===== src/inc/bsg_pkg.sv =====
// Purpose: Constants for the clock recovery loop gain configuration block
// Assumes: APB with 32-bit data, word aligned registers
// Notes: Gains are expressed in half units of the base gain
package bsg_pkg;
	// ----------------------------------------
	// Register map
	// ----------------------------------------
	localparam logic [11:0] ADDR_CFG = 12'h000;
	localparam logic [11:0] ADDR_CTRL = 12'h004;
	localparam logic [11:0] ADDR_STAT = 12'h008;
	localparam logic [7:0] CFG_RESET = 8'h6C;
	localparam logic [0:0] CTRL_RESET = 1'h1;
	// ----------------------------------------
	// Field positions
	// ----------------------------------------
	localparam int PRE_KI_LSB = 6;
	localparam int PRE_KP_LSB = 4;
	localparam int POST_KI_BIT = 3;
	localparam int POST_KP_BIT = 2;
	localparam int LIMIT_LSB = 0;
	localparam int FREEZE_BIT = 0;
	// ----------------------------------------
	// Gain and limit encodings
	// ----------------------------------------
	// Gain multipliers in units of half the base gain
	localparam logic [3:0] GAIN_HALF = 4'h1;
	localparam logic [3:0] GAIN_ONE = 4'h2;
	// Limits in units of 1/32 percent: 3.125, 6.25, 12.5 percent
	localparam logic [15:0] LIM_NONE = 16'h0000;
	localparam logic [15:0] LIM_3P125 = 16'h0064;
	localparam logic [15:0] LIM_6P25 = 16'h00C8;
	localparam logic [15:0] LIM_12P5 = 16'h0190;
	typedef enum logic [1:0] {
		BSG_FROZEN = 2'h0,
		BSG_PRE = 2'h1,
		BSG_POST = 2'h3
	} bsg_state_t;
endpackage


===== src/design/bsg_gain_sel.sv =====
// Purpose: Select one gain multiplier from pre-sync code and post-sync bit
// Assumes: Multipliers in half-base units
// Notes: Instantiated once for integral, once for proportional
`timescale 1ns/100ps
module bsg_gain_sel #(
	parameter logic [3:0] POST_VALUE = 4'h2
) (
	input wire logic [1:0] pre_code,
	input wire logic post_bit,
	input wire logic synced,
	output logic [3:0] gain
);
	// Code n selects (n+1) times base, i.e. 2(n+1) half units
	wire logic [3:0] pre_gain = {1'b0, pre_code, 1'b0} + 4'h2;
	wire logic use_post = synced & post_bit;
	assign gain = use_post ? POST_VALUE : pre_gain;
endmodule


===== src/design/bsg_rate_clamp.sv =====
// Purpose: Clamp a signed data rate offset to a symmetric limit
// Assumes: Offset and limit share units of 1/32 percent
// Notes: Zero limit forces the offset to zero
`timescale 1ns/100ps
module bsg_rate_clamp #(
	parameter int W = 16
) (
	input wire logic signed [W-1:0] offset_in,
	input wire logic [W-1:0] limit,
	output logic signed [W-1:0] offset_out
);
	wire logic signed [W-1:0] pos_lim = $signed(limit);
	wire logic signed [W-1:0] neg_lim = -$signed(limit);
	wire logic over = offset_in > pos_lim;
	wire logic under = offset_in < neg_lim;
	assign offset_out = over ? pos_lim : (under ? neg_lim : offset_in);
endmodule


===== src/design/bsg_top.sv =====
// Purpose: Clock recovery loop gain configuration with APB access
// Assumes: Sync detect, carrier sense and loop update strobe from demod
// Notes: Gains leave in half-base units, offset in 1/32 percent units
//
// Summary of operation
// RULE_01 - Pre-sync integral gain from bits 7:6, codes give 1..4 times base
// RULE_02 - Pre-sync proportional gain from bits 5:4, codes give 1..4 times
// RULE_03 - Post-sync integral gain: bit 3 zero keeps pre, one gives half
// RULE_04 - Post-sync proportional gain: bit 2 zero keeps pre, one gives base
// RULE_05 - Pre-sync integral term tracks the data rate offset
// RULE_06 - Accumulated rate offset clamps at limit set by bits 1:0
// RULE_07 - Limit codes: off, 3.125, 6.25, 12.5 percent
// RULE_08 - With freeze option set, loops hold until carrier sense rises
// RULE_09 - All fields read and write; new values apply at next loop update, a new limit only at one taken while not frozen
`timescale 1ns/100ps
module bsg_top #(
	parameter int OFS_W = 16
) (
	input wire logic CLK_SYS,
	input wire logic RESET,
	input wire logic PSEL,
	input wire logic PENABLE,
	input wire logic PWRITE,
	input wire logic [11:0] PADDR,
	input wire logic [31:0] PWDATA,
	input wire logic [3:0] PSTRB,
	output logic [31:0] PRDATA,
	output logic PREADY,
	output logic PSLVERR,
	input wire logic SYNC_DETECTED,
	input wire logic CARRIER_SENSE,
	input wire logic LOOP_UPDATE,
	input wire logic signed [OFS_W-1:0] RATE_ERROR,
	output logic [3:0] INTEGRAL_GAIN,
	output logic [3:0] PROPORTIONAL_GAIN,
	output logic signed [OFS_W-1:0] RATE_OFFSET,
	output logic LOOP_FROZEN
);
	// ----------------------------------------
	// APB decode
	// ----------------------------------------
	// No wait states, so every access phase completes at once
	wire logic setup = PSEL & ~PENABLE;
	wire logic access = PSEL & PENABLE;
	wire logic hit_cfg = PADDR == bsg_pkg::ADDR_CFG;
	wire logic hit_ctrl = PADDR == bsg_pkg::ADDR_CTRL;
	wire logic hit_stat = PADDR == bsg_pkg::ADDR_STAT;
	wire logic mapped = hit_cfg | hit_ctrl | hit_stat;
	wire logic lane0 = PSTRB[0];
	wire logic wr_req = access & PWRITE & lane0;
	wire logic wr_cfg = wr_req & hit_cfg;
	wire logic wr_ctrl = wr_req & hit_ctrl;
	wire logic rd_setup = setup & ~PWRITE;
	wire logic err_setup = setup & ~mapped;

	// ----------------------------------------
	// Storage
	// ----------------------------------------
	logic [7:0] cfg_ff;
	logic [7:0] nxt_cfg;
	logic [0:0] ctrl_ff;
	logic [0:0] nxt_ctrl;
	logic [31:0] prdata_ff;
	logic [31:0] nxt_prdata;
	logic pslverr_ff;
	logic [3:0] ki_ff;
	logic [3:0] kp_ff;
	logic signed [OFS_W-1:0] ofs_ff;
	logic frozen_ff;
	bsg_pkg::bsg_state_t state_ff;
	bsg_pkg::bsg_state_t nxt_state;

	// ----------------------------------------
	// Configuration register
	// ----------------------------------------
	// Only byte lane 0 carries field bits; upper lanes are ignored
	assign nxt_cfg = wr_cfg ? PWDATA[7:0] : cfg_ff; // RULE_09
	assign nxt_ctrl = wr_ctrl ? PWDATA[0:0] : ctrl_ff;
	always_ff @(posedge CLK_SYS) begin
		if (RESET)
			cfg_ff <= bsg_pkg::CFG_RESET;
		else
			cfg_ff <= nxt_cfg;
	end
	always_ff @(posedge CLK_SYS) begin
		if (RESET)
			ctrl_ff <= bsg_pkg::CTRL_RESET;
		else
			ctrl_ff <= nxt_ctrl;
	end

	// ----------------------------------------
	// Field extraction
	// ----------------------------------------
	wire logic [1:0] pre_ki = cfg_ff[bsg_pkg::PRE_KI_LSB +: 2];
	wire logic [1:0] pre_kp = cfg_ff[bsg_pkg::PRE_KP_LSB +: 2];
	wire logic post_ki = cfg_ff[bsg_pkg::POST_KI_BIT];
	wire logic post_kp = cfg_ff[bsg_pkg::POST_KP_BIT];
	wire logic [1:0] lim_code = cfg_ff[bsg_pkg::LIMIT_LSB +: 2];
	wire logic freeze_en = ctrl_ff[bsg_pkg::FREEZE_BIT];

	// ----------------------------------------
	// Read path
	// ----------------------------------------
	wire logic [13:0] stat_pad = 14'h0000;
	wire logic [1:0] stat_state = state_ff;
	wire logic [31:0] stat_word = {stat_pad, stat_state, ofs_ff};
	wire logic [31:0] cfg_word = {24'h000000, cfg_ff};
	wire logic [31:0] ctrl_word = {31'h00000000, ctrl_ff};
	wire logic [31:0] rd_word = hit_cfg ? cfg_word :
		hit_ctrl ? ctrl_word :
		hit_stat ? stat_word : 32'h00000000;
	// Captured at setup so the word stands through the access phase
	assign nxt_prdata = rd_setup ? rd_word : prdata_ff;
	always_ff @(posedge CLK_SYS) begin
		if (RESET)
			prdata_ff <= 32'h00000000;
		else
			prdata_ff <= nxt_prdata;
	end
	// Error raised at setup too, so it lines up with the access phase
	always_ff @(posedge CLK_SYS) begin
		if (RESET)
			pslverr_ff <= 1'b0;
		else
			pslverr_ff <= err_setup;
	end

	// ----------------------------------------
	// Loop state
	// ----------------------------------------
	// Sync and carrier sampled only at loop updates to keep gains stable
	wire logic carrier_ok = ~freeze_en | CARRIER_SENSE; // RULE_08
	wire logic go_freeze = ~carrier_ok;
	wire logic go_post = carrier_ok & SYNC_DETECTED;
	// Losing sync drops back to the pre-sync gains
	wire logic go_pre = carrier_ok & ~SYNC_DETECTED;
	always_comb begin
		nxt_state = state_ff;
		unique case (state_ff)
			bsg_pkg::BSG_FROZEN: begin
				if (carrier_ok)
					nxt_state = bsg_pkg::BSG_PRE; // RULE_08
			end
			bsg_pkg::BSG_PRE: begin
				if (go_freeze)
					nxt_state = bsg_pkg::BSG_FROZEN; // RULE_08
				else if (go_post)
					nxt_state = bsg_pkg::BSG_POST;
			end
			bsg_pkg::BSG_POST: begin
				if (go_freeze)
					nxt_state = bsg_pkg::BSG_FROZEN;
				else if (go_pre)
					nxt_state = bsg_pkg::BSG_PRE;
			end
			default: begin
				nxt_state = bsg_pkg::BSG_FROZEN;
			end
		endcase
	end
	wire logic nxt_frozen = nxt_state == bsg_pkg::BSG_FROZEN;
	always_ff @(posedge CLK_SYS) begin
		if (RESET)
			state_ff <= bsg_pkg::BSG_FROZEN;
		else if (LOOP_UPDATE)
			state_ff <= nxt_state;
	end
	// Frozen flag in its own flop so the output leaves a register
	always_ff @(posedge CLK_SYS) begin
		if (RESET)
			frozen_ff <= 1'b1;
		else if (LOOP_UPDATE)
			frozen_ff <= nxt_frozen; // RULE_08
	end

	// ----------------------------------------
	// Gain selection
	// ----------------------------------------
	wire logic synced = state_ff == bsg_pkg::BSG_POST;
	wire logic running = state_ff != bsg_pkg::BSG_FROZEN;
	wire logic [3:0] ki_sel;
	wire logic [3:0] kp_sel;
	bsg_gain_sel #(.POST_VALUE(bsg_pkg::GAIN_HALF)) u_ki ( // RULE_03
		.pre_code(pre_ki), // RULE_01
		.post_bit(post_ki),
		.synced(synced),
		.gain(ki_sel)
	);
	bsg_gain_sel #(.POST_VALUE(bsg_pkg::GAIN_ONE)) u_kp ( // RULE_04
		.pre_code(pre_kp), // RULE_02
		.post_bit(post_kp),
		.synced(synced),
		.gain(kp_sel)
	);

	// ----------------------------------------
	// Rate offset accumulation
	// ----------------------------------------
	wire logic lim_off = lim_code == 2'h0;
	wire logic lim_small = lim_code == 2'h1;
	wire logic lim_mid = lim_code == 2'h2;
	wire logic [OFS_W-1:0] lim_val = lim_off ? bsg_pkg::LIM_NONE :
		lim_small ? bsg_pkg::LIM_3P125 :
		lim_mid ? bsg_pkg::LIM_6P25 : bsg_pkg::LIM_12P5; // RULE_07
	// Only the pre-sync integral gain trims rate; post-sync keeps estimate
	wire logic [4:0] ki_pre = {1'b0, pre_ki, 1'b0} + 5'h02;
	wire logic signed [5:0] ki_mul = $signed({1'b0, ki_pre});
	wire logic signed [OFS_W+5:0] step_w = RATE_ERROR * ki_mul;
	// Half-unit gain and a quarter loop scale: three bits are dropped
	wire logic signed [OFS_W+5:0] step_sh = step_w >>> 3;
	wire logic signed [OFS_W-1:0] step = OFS_W'(step_sh);
	wire logic signed [OFS_W:0] sum_w = ofs_ff + step;
	// Saturate rather than wrap, so a large error cannot flip the sign
	wire logic sum_sign = sum_w[OFS_W];
	wire logic sum_ovf = sum_sign != sum_w[OFS_W-1];
	wire logic signed [OFS_W-1:0] sum_sat = {sum_sign, {(OFS_W-1){~sum_sign}}};
	wire logic signed [OFS_W-1:0] sum = sum_ovf ? sum_sat : sum_w[OFS_W-1:0];
	wire logic in_pre = state_ff == bsg_pkg::BSG_PRE;
	wire logic track = LOOP_UPDATE & in_pre; // RULE_05
	wire logic signed [OFS_W-1:0] ofs_raw = track ? sum : ofs_ff;
	wire logic signed [OFS_W-1:0] ofs_clamped;
	bsg_rate_clamp #(.W(OFS_W)) u_clamp (
		.offset_in(ofs_raw),
		.limit(lim_val),
		.offset_out(ofs_clamped) // RULE_06
	);

	// ----------------------------------------
	// Loop update registers
	// ----------------------------------------
	// A frozen loop keeps its offset even if the limit is lowered meanwhile
	wire logic ofs_load = LOOP_UPDATE & running; // RULE_08
	always_ff @(posedge CLK_SYS) begin
		if (RESET)
			ki_ff <= bsg_pkg::GAIN_ONE;
		else if (LOOP_UPDATE)
			ki_ff <= ki_sel; // RULE_09
	end
	always_ff @(posedge CLK_SYS) begin
		if (RESET)
			kp_ff <= bsg_pkg::GAIN_ONE;
		else if (LOOP_UPDATE)
			kp_ff <= kp_sel;
	end
	always_ff @(posedge CLK_SYS) begin
		if (RESET)
			ofs_ff <= '0;
		else if (ofs_load)
			ofs_ff <= ofs_clamped;
	end

	// ----------------------------------------
	// Outputs
	// ----------------------------------------
	assign INTEGRAL_GAIN = ki_ff;
	assign PROPORTIONAL_GAIN = kp_ff;
	assign RATE_OFFSET = ofs_ff;
	assign LOOP_FROZEN = frozen_ff;
	assign PRDATA = prdata_ff;
	// No wait state is ever needed, so ready is a constant
	assign PREADY = 1'b1;
	assign PSLVERR = pslverr_ff;
endmodule


===== config.mk =====
export PLATFORM = sky130hd
export DESIGN_NAME = bsg_top
export DESIGN_NICKNAME = d
export VERILOG_FILES = /design/src/inc/bsg_pkg.sv /design/src/design/bsg_gain_sel.sv /design/src/design/bsg_rate_clamp.sv /design/src/design/bsg_top.sv
export SDC_FILE = /design/constraint.sdc
export NUM_CORES = 1
export LEC_CHECK = 0
export BUFFER_PORTS_ARGS = -buffer_cell sky130_fd_sc_hd__buf_4
export CAP_MARGIN = 20
export CELL_PAD_IN_SITES_DETAIL_PLACEMENT = 2
export CELL_PAD_IN_SITES_GLOBAL_PLACEMENT = 2
export CORE_MARGIN = 1.5
export CORE_UTILIZATION = 33
export DETAILED_ROUTE_END_ITERATION = 8
export GPL_TIMING_DRIVEN = 0
export PLACE_DENSITY_LB_ADDON = 0.1
export SYNTH_ARGS = -nofsm -noshare
export SYNTH_HDL_FRONTEND = slang
export SYNTH_SLANG_ARGS = --single-unit

===== constraint.sdc =====
create_clock -name CLK_SYS -period 11.8 [get_ports CLK_SYS]
set_clock_uncertainty 0.15 [all_clocks]
set_input_delay 2.36 -clock CLK_SYS [delete_from_list [all_inputs] [get_ports CLK_SYS]]
set_output_delay 2.36 -clock CLK_SYS [all_outputs]
set_load 0.1 [all_outputs]

==> run_results.csv <==
group,metric,value,unit
logic_synthesis,ys_ff_latch,54,
layout,layout.area.seq,0.00108,mm2
timing,period_needed,10920,ps
timing,clock.fmax,0.0916,GHz
routing,wirelength,21.1,mm
placed_design,dpl.hpwl,17.5,mm
setup_path,critPathCaptureType,"flip-flop",
layout,multiInputGateArea,0.00464,mm2
logic_synthesis,netlist-cell-type-count,78,
logic_synthesis,synth_top_area_frac,0.193,
clock_tree,cts_hold_buffers,0,
clock_tree,cts_made_buffers,5,
placed_design,gp_congestion,0.862,
floorplanning,rows,49,
layout,n_antenna_cell,0,
grt,grt_usage,0.223,
setup_path,path_max_fanout,10,
pwr,p_int,0.389,mW
logic_synthesis,postSynthCellCount,706,
logic_synthesis,ys_seq_area_frac,0.179,
timing,drv_slew,0,
routing,wl_per_cell,20.2,um
routing,route.detailed.drc,0,
logic_synthesis,synth_area_leader_cell,"ha_1",
pwr,p_leak,3.18,nW
timing,hold_violations,0,
logic_synthesis,syn_area_per_cell,8.55,um2
grt,antenna_found_initial,0,
logic_synthesis,yosys_warnings,0,
worst_hold_path,hp-start,"INTEGRAL_GAIN[0]",
routing,firstDrtPassIters,4,
pwr,clkPwrFrac,0.260,
clock_tree,worstSkewPairLatency,300,ps
clock_tree,clk_path_buf_depth,2,
floorplanning,ios,131,
logic_synthesis,ys_async_sr_fraction,0,
pwr,power.density,92.5,mW/mm2
setup_path,critPathSlowestCell,"o21ai_0",
timing,tns,0,ps
layout,nNetsFinal,994,
logic_synthesis,synthTopCellsByArea,"ha_1 19%, dfxtp_1 18%, fa_1 5.3%",
timing,slew_headroom,0.318,
grt,grt_pass1_wl,34.5,mm
routing,via_count,5733,
grt,grt_pass1_vias,6365,
logic_synthesis,synth-edff-count,0,
setup_path,crit_required,11860,ps
placed_design,dp_slack,528,ps
setup_path,cpMostUsedCell,"ha_1",
pwr,p_sw_frac,0.416,
grt,grt_max_degree,19,
pwr,combinationalPowerShare,0.443,
layout,num-fill-cells,2068,
routing,final_antenna_net_count,0,
layout,drive_gt1_frac,0.189,
worst_hold_path,hold_path.class,"reg2reg",
job,drv_cap,0,
timing,setup_ws,884,ps
setup_path,setup.worst_path.start,"RATE_ERROR[2]",
logic_synthesis,yosysMostFrequentCell,"ha_1",
logic_synthesis,syn-cell-area,0.00603,mm2
logic_synthesis,yosys-top-cells-count,"93 x ha_1, 58 x nor2_1, 54 x dfxtp_1, 40 x a21oi_1, 39 x nand2_1",
clock_tree,cts_resized,0,
timing,rsz0062_at_grt,"no",
clock_tree,cts_sinks,54,
placed_design,port_buffers,86,
timing,finalSetupViolCount,0,
clock_tree,clockRootBuffer,"clkbuf_16",
floorplanning,initial_core_util,0.336,
timing,period_share,0.925,
logic_synthesis,synth_flop_cell,"dfxtp_1",
clock_tree,h-tree-depth,2,
timing,worst_pin_slew,1020,ps
clock_tree,tritoncts,"built",
setup_path,start_kind,"input pin",
outcome,status,"finished clean",
pwr,pwr-share-seq,0.297,
grt,overflow,0,
setup_path,worst-endpoint-arrival,10980,ps
setup_path,crit_path_max_incr_delay,520,ps
layout,area_growth,19.3,%
setup_path,r2r_start,"cfg_ff[7]",
floorplanning,core_area,0.0180,mm2
clock_tree,cts.clk_slew.worst_paths,70,ps
pwr,ir_worst_vdd,0.0742,mV
clock_tree,post-cts-setup-buffers,0,
floorplanning,dieArea,0.0191,mm2
floorplanning,die_x,138,um
routing,viasPerCell,5.50,
routing,drt_iter0_drc,163,
floorplanning,fp.dieH,138,um
pwr,switchingPower,0.277,mW
setup_path,critPathKind,"in2reg",
-- worst max-delay path: cells and delay by family --
| kind | cells | cell delay, ps |
|---|---|---|
| AOI/OAI and AO/OA | 20 | 4310 |
| adders and majority gates | 8 | 2830 |
| and+or+nand+nor | 3 | 610 |
| muxes | 1 | 410 |
| buffers and inverters | 2 | 270 |
| xor gates and xnor gates | 1 | 180 |
-- stage by stage --
step | hold slack (ps) | power (mW) | util | instance area [um2] | std cells
floorplan | 310 | 0.414 | - | 6090 | 720
CTS | 347 | 0.672 | 0.401 | 7200 | 1043
global route | 374 | 0.704 | 0.401 | 7200 | 1043
global placement | 324 | 0.485 | 0.391 | 7020 | 1035
finish | 342 | 0.666 | 0.401 | 7200 | 1043
detailed placement | 320 | 0.497 | 0.391 | 7030 | 1035
-- flip-flops by register name, indices dropped and copies added (netlist names) --
register / count
INTEGRAL_GAIN: 4
stat_state: 2
LOOP_FROZEN: 1
RATE_OFFSET: 16
PSLVERR: 1
cfg_ff: 8
PRDATA: 18
ctrl_ff: 1
PROPORTIONAL_GAIN: 3
-- per-layer routing --
layer	vias up	GRT usage	part of all wire
li1	2747	-	-
met1	2880	0.282	0.45
met2	93	0.412	0.51
met3	13	0.0215	0.025
met4	0	0.0449	0.014
met5	-	0	0
-- kinds of logic (layout without fill, tap and decap cells) --
| kind of cell | Yosys count | in the layout | synth area share |
|---|---|---|---|
| buffers and inverters | 75 | 169 | 0.0614 |
| AOI/OAI and AO/OA | 197 | 197 | 0.246 |
| adders and majority gates | 115 | 115 | 0.256 |
| and+or+nand+nor | 219 | 219 | 0.187 |
| xor gates and xnor gates | 26 | 26 | 0.0377 |
| muxes | 18 | 18 | 0.0313 |
| other | 2 | 16 | 0.00124 |
| DFF | 54 | 54 | 0.179 |
-- placed cells by master (no fill, tap or decap), types with 3 or more instances in the layout --
cell / synthesis / final
clkbuf_1: 20 / 20
a22oi_1: 23 / 23
o21a_1: 15 / 15
o21ai_0: 28 / 28
mux2i_1: 11 / 11
a31oi_1: 4 / 4
and2_1: 36 / 36
inv_1: 32 / 32
conb_1: 2 / 16
buf_6: 3 / 3
dfxtp_1: 54 / 54
clkbuf_16: 0 / 5
ha_1: 93 / 93
nor2_1: 58 / 58
nand2b_1: 15 / 15
a21oi_1: 40 / 40
a211oi_1: 4 / 4
xnor2_1: 21 / 21
a32o_1: 5 / 5
nand3_1: 12 / 12
buf_4: 17 / 103
o2111ai_1: 4 / 4
nor2b_1: 19 / 19
maj3_1: 6 / 6
or2_2: 6 / 6
a22o_1: 5 / 5
o21bai_1: 5 / 5
mux2_2: 7 / 7
nor4_1: 3 / 3
nand4_1: 7 / 7
and4_1: 3 / 3
o211ai_1: 10 / 10
xor2_1: 5 / 5
nor3_1: 10 / 10
nand2_1: 39 / 39
a32oi_1: 3 / 3
fa_1: 16 / 16
a21o_1: 7 / 7
a21oi_2: 3 / 3
-- final timing paths --
| kind | to | slack, ps | cells past startpoint |
|---|---|---|---|
| max | RATE_OFFSET[7] | 880 | 35 |
| max reg2reg | RATE_OFFSET[7] | 1850 | 36 |
| min | INTEGRAL_GAIN[0] | 340 | 2 |
| min reg2reg | INTEGRAL_GAIN[0] | 340 | 2 |
-- power by group through the flow --
stage                     registers [mW]  logic [mW]  clock network (mW)
after floorplan                    0.226       0.188                   0
after global placement             0.201       0.283                   0
after detailed placement           0.202       0.295                   0
after CTS                          0.198       0.297               0.178
after global routing               0.198       0.323               0.183
final                              0.198       0.295               0.173
-- area by class of cell --
| type | count | area share |
|---|---|---|
| clock inverter | 3 | 0.00660 |
| clock buffer | 5 | 0.0174 |
| inverter | 33 | 0.0172 |
| tap | 229 | 0.0398 |
| timing repair buffer | 86 | 0.0897 |
| buffer | 42 | 0.0342 |
| multi-input combinational | 591 | 0.645 |
| sequential | 54 | 0.150 |
(Power assumes the default switching activity.)
